==> src/core/cbfc_pin_sync.sv <==
// three-stage synchroniser for pins; a change counts once stages two and three agree
`timescale 1ns/1ns
module cbfc_pin_sync #(
  parameter int WIDTH = 3
) (
  input wire logic clk,
  input wire logic rst_n,
  input wire logic [WIDTH-1:0] pin,
  input wire logic [WIDTH-1:0] init,
  output logic [WIDTH-1:0] level
);
  logic [WIDTH-1:0] s1_ff;
  logic [WIDTH-1:0] s2_ff;
  logic [WIDTH-1:0] s3_ff;
  logic [WIDTH-1:0] lvl_ff;
  logic [WIDTH-1:0] rst_seen;

  assign rst_seen = '0;

  genvar g;
  generate
    for (g = 0; g < WIDTH; g++) begin : g_bit
      always_ff @(posedge clk or negedge rst_n) begin
        if (!rst_n) begin
          s1_ff[g] <= 1'b1;
          s2_ff[g] <= 1'b1;
          s3_ff[g] <= 1'b1;
          lvl_ff[g] <= 1'b1;
        end else begin
          s1_ff[g] <= pin[g];
          s2_ff[g] <= s1_ff[g];
          s3_ff[g] <= s2_ff[g];
          if (s2_ff[g] == s3_ff[g]) begin
            lvl_ff[g] <= s3_ff[g] ^ rst_seen[g] ^ init[g];
          end
        end
      end
    end
  endgenerate

  assign level = lvl_ff;
endmodule

==> config.mk <==
export PLATFORM = sky130hd
export DESIGN_NAME = cbfc_pin_sync
export DESIGN_NICKNAME = d
export VERILOG_FILES = /design/src/core/cbfc_pin_sync.sv
export SDC_FILE = /design/constraint.sdc
export NUM_CORES = 1
export LEC_CHECK = 0
export CAP_MARGIN = 40
export CORE_AREA = 2 2 39 41
export DETAILED_ROUTE_END_ITERATION = 16
export DIE_AREA = 0 0 41 43
export DONT_BUFFER_PORTS = 1
export GPL_TIMING_DRIVEN = 0
export PLACE_DENSITY = 0.52
export RECOVER_POWER = 50
export SYNTH_ARGS = -nofsm -noshare
export SYNTH_HDL_FRONTEND = slang
export SYNTH_SLANG_ARGS = --single-unit
==> constraint.sdc <==
create_clock -name clk -period 1.3 [get_ports clk]
set_input_delay 0.13 -clock clk [delete_from_list [all_inputs] [get_ports clk]]
set_output_delay 0.13 -clock clk [all_outputs]
set_load 0.005 [all_outputs]
==> results.md, run 1 <==
* Multi-input gate area at 85.1 um2
* CP endpoint kind: register
* Routed wire length per instance at 10.8 um
* Final ANT Viol Nets at 0
* Post CTS Setup Buffer Count at 0
* Area Growth Syn to Fin at 23.6%
* Leakage at 0.203 nW
* First-pass GRT wire length at 917 um
* Clk_skew at 4.84 ps
* Root buffer cell: clkbuf_4
* Top sig layer: met3
* Layout cell share with drive strength beyond 1 at 0.371
* Max IR drop VDD at 0.659 mV
* Overflow after GRT at 0
* Status: finished clean
* Fin crit period at 1010 ps
* Crit path DAT at 1210 ps
* Drt first pass iters at 1
* Setup TNS at 0 ps
* Final setup vio count at 0
* Clock Path Buffers at 2
* Syn nets at 35
* Mapped Area at 408 um2
* ANT cells at 0
* Gpl congestion at 0.631
* Critical path's slowest cell: dfstp_1
* Max stage delay on crit path at 590 ps
* Iteration-0 DRC count of the detailed router at 0
* Largest net degree at the start of global routing at 13
* Fillcell total at 136
* Area contributors post-synth: dfstp_2 77%, a211oi_1 5.5%, mux2i_1 4.9%
* Core ar. at 0.00138 mm2
* Hold Crit Class: in2reg
* Sequential Power Share at 0.575
* Clk Latency, worst-skew pair at 270 ps
* CTS Buf Count at 3
* I/O pin cnt at 11
* Routed wire length at 551 um
* Die height at 43 um
* Yosys warnings at 0
* DR vias/cell at 4.20
* Clock transition at path regs at 70 ps
* Hold Fails Final Rpt at 0
* Clk pwr share at 0.375
* Crit Reg-Reg Endpoint: level[1]
* Net Sw Frac at 0.200
* Mean Syn Cell Area at 15.1 um2
* # nets final at 44
* CTS tree: built
* M1 WL at 206 um
* Unrepaired setup endpoints after global routing: no
* Post-synth top area share at 0.773
* Worst-margin pin slew at 478 ps
* Crit-path cells: nor2b_1 > a211oi_1 > a21oi_1
* R2r worst-path depth at 3
* Max-cap violations at 0
* Initial antenna violation count at 0
* Synth unique cells at 8
* Die X at 41 um
* CTS H-tree depth at 1
* Post-synthesis sequential area ratio at 0.773
* Die area at 0.00176 mm2
* Via count at 214
* Slew headroom at 0.680
* #FFs+latches synth at 12
* Setup crit end: level[1]
* Initial Utilization at 0.295
* WHS at 33.6 ps
* TritonCTS Sinks at 12
* WP data required at 1490 ps
* Critical path startpoint category: register
* Post-detail-place hpwl at 414 um
* Hold path depth at 3
* Number of global-route vias before repair at 214
* Comb power frac at 0.050
* Post-Synthesis Cells at 27
* Internal at 0.000608 W
* Met2 wire length at 297 um
* Max Fclk at 989 MHz
* Met3 wire length at 48 um
* Drt drc at 0
* Reg area at 315 um2
* Final Cycle Share at 0.778
* R2R Setup Slk at 290 ps
* Worst-path fanout max at 5
* IO buf count at 0
* Psw at 0.000152 W
* Critical setup path kind: reg2reg
* Worst Setup SP: s2_ff[1]
* Total GRT Usage at 0.0834
* Post-synth top area cell: dfstp_2
* Pwr dens at 1510 mW/mm2
* FP Rows at 14
* Final Slew Violations at 0
* Worst r2r src: s2_ff[1]
[registers in the layout (all words and copies together), names as in the netlist]
signal / flops
s1_ff: 3
s3_ff: 3
level: 3
s2_ff: 3
[power by group through the flow]
stage               clock, W  combinational [W]  sequential [W]
CTS                 0.000299          0.0000394        0.000440
finish              0.000285          0.0000384        0.000437
floorplan                  0          0.0000207        0.000439
global route        0.000313          0.0000450        0.000441
detailed placement         0          0.0000235        0.000446
global placement           0          0.0000219        0.000443
[synth_stat cells (all sizes together)]
master,count
nor2b,3
nand2,1
a21oi,3
inv,2
o21ai,1
mux2i,2
a211oi,3
dfstp,12
[cells in the final DEF (no fill, tap or decap)]
cell type,n
inv_1,2
nand2_1,1
o21ai_0,1
mux2i_1,2
nor2b_1,3
dlygate4sd3_1,4
clkbuf_4,3
clkbuf_8,1
dfstp_2,9
a21oi_1,3
a211oi_1,3
dfstp_1,3
[final cells by class]
cell class	instances	area share
clock buffer	4	0.0720
inverter	2	0.0149
multi-input combinational	13	0.169
sequential	12	0.625
tap	16	0.0397
timing repair buffer	4	0.0794
[critical path: cells and delay by family (launching register included)]
family           cells  cell delay, ps
AO/OA/AOI/OAI        2             280
flip-flops           1             590
AND/OR/NAND/NOR      1              70
[per-layer routing]
layer	vias to the layer above	track usage
li1	107	-
met1	100	0.105
met2	7	0.0969
met3	0	0.0262
met4	0	0.100
met5	-	0
[how the worst min path moves through the flow]
stage | from | end | slack [ps]
global placement | rst_n | s1_ff[0] | -20
floorplan | rst_n | level[0] | -20
global route | init[1] | level[1] | 60
finish | init[1] | level[1] | 30
CTS | init[1] | level[1] | 20
detailed placement | rst_n | s1_ff[0] | -20
[stage by stage]
step,cell area [um2],total power [W],worst slack [ps],instances,util
after global placement,428,0.000465,366,43,0.309
after global routing,504,0.000800,190,51,0.364
after detailed placement,428,0.000469,339,43,0.309
final,504,0.000760,289,51,0.364
after CTS,504,0.000778,327,51,0.364
after floorplan,408,0.000460,395,27,-
[what timing repair did]
action	4_1_cts	5_1_grt
gates resized for setup	0	0
endpoints found under the hold margin	15	0
hold buffers	4	0
[logic make-up after synthesis]
family	after synthesis	share of synthesized area
AND/OR/NAND/NOR	4	0.0552
AO/OA/AOI/OAI	7	0.104
flip-flops	12	0.773
multiplexers	2	0.0491
buffers and inverters	2	0.0184
No activity file was read; power rests on OpenSTA's default activity.
==> inputs of run 2 (changes only) <==
Clock period 1.3 ns to 0.95 ns, I/O delays scaled along.
==> results.md, run 2 (synthesized netlist as in run 1, its figures left out) <==
* Met2 wire length at 330 um (was 297 um)
* Worst r2r src: s2_ff[0] (was s2_ff[1])
* Area Growth Syn to Fin at 31.9% (was 23.6%)
* Met3 wire length at 45 um (was 48 um)
* Routed wire length per instance at 11.3 um (was 10.8 um)
* CTS tree: built (unchanged)
* Unrepaired setup endpoints after global routing: yes (was no)
* Hold Fails Final Rpt at 0 (unchanged)
* Worst-path fanout max at 3 (was 5)
* WP data required at 850 ps (was 1490 ps)
* Via count at 234 (was 214)
* CP endpoint kind: primary output (was register)
* Largest net degree at the start of global routing at 13 (unchanged)
* Die area at 0.00176 mm2 (unchanged)
* Number of global-route vias before repair at 227 (was 214)
* Clk Latency, worst-skew pair at 260 ps (was 270 ps)
* Top sig layer: met3 (unchanged)
* FP Rows at 14 (unchanged)
* Final Slew Violations at 0 (unchanged)
* Total GRT Usage at 0.0855 (was 0.0834)
* Clock transition at path regs at 70 ps (about the same)
* Gpl congestion at 0.631 (unchanged)
* Max Fclk at 1080 MHz
* Clock Path Buffers at 2 (unchanged)
* CTS H-tree depth at 1 (unchanged)
* Max-cap violations at 0 (unchanged)
* TritonCTS Sinks at 12 (unchanged)
* Critical setup path kind: reg2out (was reg2reg)
* Crit path DAT at 830 ps (was 1210 ps)
* Root buffer cell: clkbuf_4 (unchanged)
* M1 WL at 222 um (was 206 um)
* Initial antenna violation count at 0 (unchanged)
* Layout cell share with drive strength beyond 1 at 0.541 (was 0.371)
* Die height at 43 um (unchanged)
* IO buf count at 0 (unchanged)
* Worst Setup SP: level[2] (was s2_ff[1])
* Overflow after GRT at 0 (unchanged)
* Max IR drop VDD at 0.905 mV (was 0.659 mV)
* Pwr dens at 1970 mW/mm2 (was 1510 mW/mm2)
* ANT cells at 0 (unchanged)
* Core ar. at 0.00138 mm2 (unchanged)
* Initial Utilization at 0.295 (unchanged)
* Worst setup margin at 21.2 ps (was 289 ps)
* Iteration-0 DRC count of the detailed router at 1 (was 0)
* Commonest non-fill, non-tap cells in the layout: 12 x dfstp_2, 5 x dlygate4sd3_1, 3 x a21oi_1, 3 x clkbuf_4 (was 9 x dfstp_2, 4 x dlygate4sd3_1)
* DP Worst Slack at -11.1 ps (was 339 ps)
* Clk_skew at 4.47 ps (was 4.84 ps)
* Post-detail-place hpwl at 414 um (unchanged)
* Leakage at 0.217 nW (was 0.203 nW)
* Fin crit period at 929 ps
* Hold path startpoint: init[0] (was init[1])
* Final setup vio count at 0 (unchanged)
* Die X at 41 um (unchanged)
* Routed wire length at 599 um (was 551 um)
* Drt drc at 0 (unchanged)
* Status: finished clean (unchanged)
* DR vias/cell at 4.42 (was 4.20)
* I/O pin cnt at 11 (unchanged)
* Drt first pass iters at 2 (was 1)
* Hold Crit Class: in2reg (unchanged)
* Final ANT Viol Nets at 0 (unchanged)
* Layout Utilization at 0.389 (was 0.364)
* First-pass GRT wire length at 945 um (was 917 um)
* # nets final at 46 (was 44)
* CTS Buf Count at 3 (unchanged)
* Commonest non-fill, non-tap cell in the layout: dfstp_2 (unchanged)
* Slew headroom at 0.681 (was 0.680)
* Fillcell total at 138 (was 136)
* Critical path startpoint category: register (unchanged)
* Worst-margin pin slew at 476 ps (was 478 ps)
* Final Cycle Share at 0.978
run 2: final timing paths:
kind / cells past startpoint / end / slack, ps
worst min-delay path: 3 / level[0] / 40
min in group asynchronous: 1 / s1_ff[2] / 540
worst max register to register: 3 / level[0] / 20
max in group asynchronous: 1 / level[0] / 380
worst min register to register: 0 / s2_ff[0] / 360
worst max-delay path: 0 / level[2] / 20
run 2: routing by layer:
| layer | up-vias | GRT usage |
|---|---|---|
| li1 | 112 | - |
| met1 | 115 | 0.105 |
| met2 | 7 | 0.103 |
| met3 | 0 | 0.0262 |
| met4 | 0 | 0.100 |
| met5 | - | 0 |
run 2: cell type report:
cell class | count | area, um2 | share of cell area
inverters | 2 | 7.51 | 0.0140
clock buffers | 4 | 36.3 | 0.0674
well taps | 16 | 20.0 | 0.0372
flip-flops and latches | 12 | 315 | 0.586
repair buffers | 6 | 61.3 | 0.114
multi-input cells | 13 | 97.6 | 0.181
run 2: worst min-delay path, cell delays in order:
cell	delay [ps]
inv_1	20
mux2i_1	110
a21oi_1	80
run 2: power breakdown:
part | internal (W) | leakage [nW] | total, W | switching, W
Clock | 0.000233 | 0.0210 | 0.000389 | 0.000157
Sequential | 0.000573 | 0.126 | 0.000605 | 0.0000321
Combinational | 0.0000396 | 0.0698 | 0.0000649 | 0.0000254
run 2: through the flow:
stage	instance area [um2]	power (W)	hold WS (ps)	setup TNS (ps)	std cells
global route	538	0.00111	52.6	-63.7	53
detailed placement	428	0.000642	-52.1	-21.2	43
global placement	428	0.000637	-52.1	0	43
CTS	522	0.00107	35.0	0	53
finish	538	0.00106	45.0	0	53
floorplan	408	0.000630	-52.8	0	27
run 2: repair_timing:
action	4_1_cts	5_1_grt
endpoints found under the hold margin	16	0
resized for setup	0	5
buffers inserted	1	0
pin swaps	3	1
hold buffers	5	0
endpoints found under the setup margin	3	3
gates cloned	0	0
==> inputs of run 3 (changes only) <==
Settings changed: CTS_BUF_LIST set to sky130_fd_sc_hd__clkbuf_8.
==> results.md, run 3 (synthesized netlist as in run 1, its figures left out) <==
* Worst-path fanout max at 3 (unchanged)
* Die height at 43 um (unchanged)
* CTS H-tree depth at 1 (unchanged)
* Hold path startpoint: init[1] (was init[0])
* Commonest non-fill, non-tap cell in the layout: dfstp_2 (unchanged)
* Initial Utilization at 0.295 (unchanged)
* Leakage at 0.221 nW (was 0.217 nW)
* Largest net degree at the start of global routing at 13 (unchanged)
* Final Slew Violations at 0 (unchanged)
* Status: finished clean (unchanged)
* Iteration-0 DRC count of the detailed router at 0 (was 1)
* Fin crit period at 924 ps (was 929 ps)
* Area Growth Syn to Fin at 34.0% (was 31.9%)
* Hold Fails Final Rpt at 0 (unchanged)
* CP endpoint kind: register (was primary output)
* Layout Utilization at 0.395 (was 0.389)
* Clk Latency, worst-skew pair at 240 ps (was 260 ps)
* Root buffer cell: clkbuf_8 (was clkbuf_4)
* Critical setup path kind: reg2reg (was reg2out)
* Hold path depth at 3 (unchanged)
* Layout cell share with drive strength beyond 1 at 0.556 (was 0.541)
* Unrepaired setup endpoints after global routing: yes (unchanged)
* First-pass GRT wire length at 959 um (was 945 um)
* Clock transition at path regs at 50 ps (was 70 ps)
* Crit path DAT at 1080 ps (was 830 ps)
* Post-placement cell area at 428 um2 (unchanged)
* Worst-margin pin slew at 480 ps (was 476 ps)
* Drt first pass iters at 1 (was 2)
* Setup TNS at 0 ps (unchanged)
* Pwr dens at 2210 mW/mm2 (was 1970 mW/mm2)
* Critical path startpoint category: register (unchanged)
* Die area at 0.00176 mm2 (unchanged)
* Final ANT Viol Nets at 0 (unchanged)
* WHS at 31.9 ps (was 45.0 ps)
* Commonest non-fill, non-tap cells in the layout: 12 x dfstp_2, 4 x clkbuf_8, 4 x dlygate4sd3_1, 3 x a21oi_1 (was 12 x dfstp_2, 5 x dlygate4sd3_1, 3 x a21oi_1, 3 x clkbuf_4)
* Max-cap violations at 0 (unchanged)
* Max IR drop VDD at 0.961 mV (was 0.905 mV)
* DR vias/cell at 4.42 (about the same)
* CTS tree: built (unchanged)
* Finished Cell Area at 547 um2 (was 538 um2)
* TritonCTS Sinks at 12 (unchanged)
* ANT cells at 0 (unchanged)
* Post-detail-place hpwl at 414 um (unchanged)
* Gpl congestion at 0.631 (unchanged)
* Number of global-route vias before repair at 229 (was 227)
* Final Cycle Share at 0.973 (was 0.978)
* DP Worst Slack at -11.1 ps (unchanged)
* Die X at 41 um (unchanged)
* Hold Crit Endpoint: level[1] (was level[0])
* Slew headroom at 0.679 (was 0.681)
* Core ar. at 0.00138 mm2 (unchanged)
* CTS Buf Count at 3 (unchanged)
* R2r worst-path depth at 3 (unchanged)
* Hold Crit Class: in2reg (unchanged)
* IO buf count at 0 (unchanged)
* WP data required at 1110 ps (was 850 ps)
* # nets final at 45 (was 46)
* Routed wire length per instance at 12.0 um (was 11.3 um)
* Via count at 230 (was 234)
* Clock Path Buffers at 2 (unchanged)
* Total GRT Usage at 0.0886 (was 0.0855)
* R2R Setup Slk at 30 ps (was 20 ps)
* Fillcell total at 134 (was 138)
* Routed wire length at 624 um (was 599 um)
* Overflow after GRT at 0 (unchanged)
* Initial antenna violation count at 0 (unchanged)
* Final setup vio count at 0 (unchanged)
* I/O pin cnt at 11 (unchanged)
* Worst r2r src: s2_ff[0] (unchanged)
* FP Rows at 14 (unchanged)
* Drt drc at 0 (unchanged)
* Max Fclk at 1080 MHz (about the same)
* Clk_skew at 2.00 ps (was 4.47 ps)
* Worst setup margin at 25.6 ps (was 21.2 ps)
* Crit Reg-Reg Endpoint: level[0] (unchanged)
## run 3: changes by cell type in the layout (fill, tap and decap cells not counted)
cell | before | now
dlygate4sd3_1 | 5 | 4
clkbuf_4 | 3 | 0
clkbuf_8 | 1 | 4
## run 3: metrics by stage
step	std cells	total power [W]
finish	52	0.00121
global route	52	0.00127
CTS	52	0.00123
detailed placement	43	0.000642
global placement	43	0.000637
floorplan	27	0.000630
## run 3: critical path, cell delays in order, from the launching register on
cell	delay [ps]
dfstp_2	560
nor2b_1	50
a211oi_1	180
a21oi_1	60
## run 3: per-layer routing
metal / global-route usage / wire length, um / part of all wire
met1: 0.101 / 226 / 0.36
met2: 0.106 / 354 / 0.57
met3: 0.0419 / 43 / 0.069
met4: 0.100 / 0 / 0
met5: 0 / 0 / 0
## run 3: worst max path at each step
stage | from | endpoint | slack [ps] | cells past startpoint
after floorplan | s2_ff[0] | level[0] | 50 | 3
after global placement | s2_ff[2] | level[2] | 20 | 3
after detailed placement | s2_ff[2] | level[2] | -10 | 3
after CTS | s2_ff[2] | level[2] | 20 | 3
after global routing | s2_ff[2] | level[2] | -30 | 2
final | s2_ff[0] | level[0] | 30 | 3
## run 3: layout make-up
| class | count | area [um2] | area share |
|---|---|---|---|
| Inverter | 2 | 7.51 | 0.0137 |
| Clock buffer | 4 | 55.1 | 0.101 |
| Tap cell | 16 | 20.0 | 0.0366 |
| Multi-Input combinational cell | 13 | 97.6 | 0.178 |
| Sequential cell | 12 | 315 | 0.577 |
| Timing Repair Buffer | 5 | 51.3 | 0.0938 |
## run 3: where the power goes
group	switching (W)	internal, W
logic	0.0000248	0.0000369
registers	0.0000329	0.000574
clock network	0.000175	0.000365
## run 3: repair_timing
item	4_1_cts	5_1_grt
resized for setup	0	5
hold buffers	4	0
endpoints found under the setup margin	3	3
pin swaps	3	1
hold endpoints to repair	15	0
buffers inserted	1	0
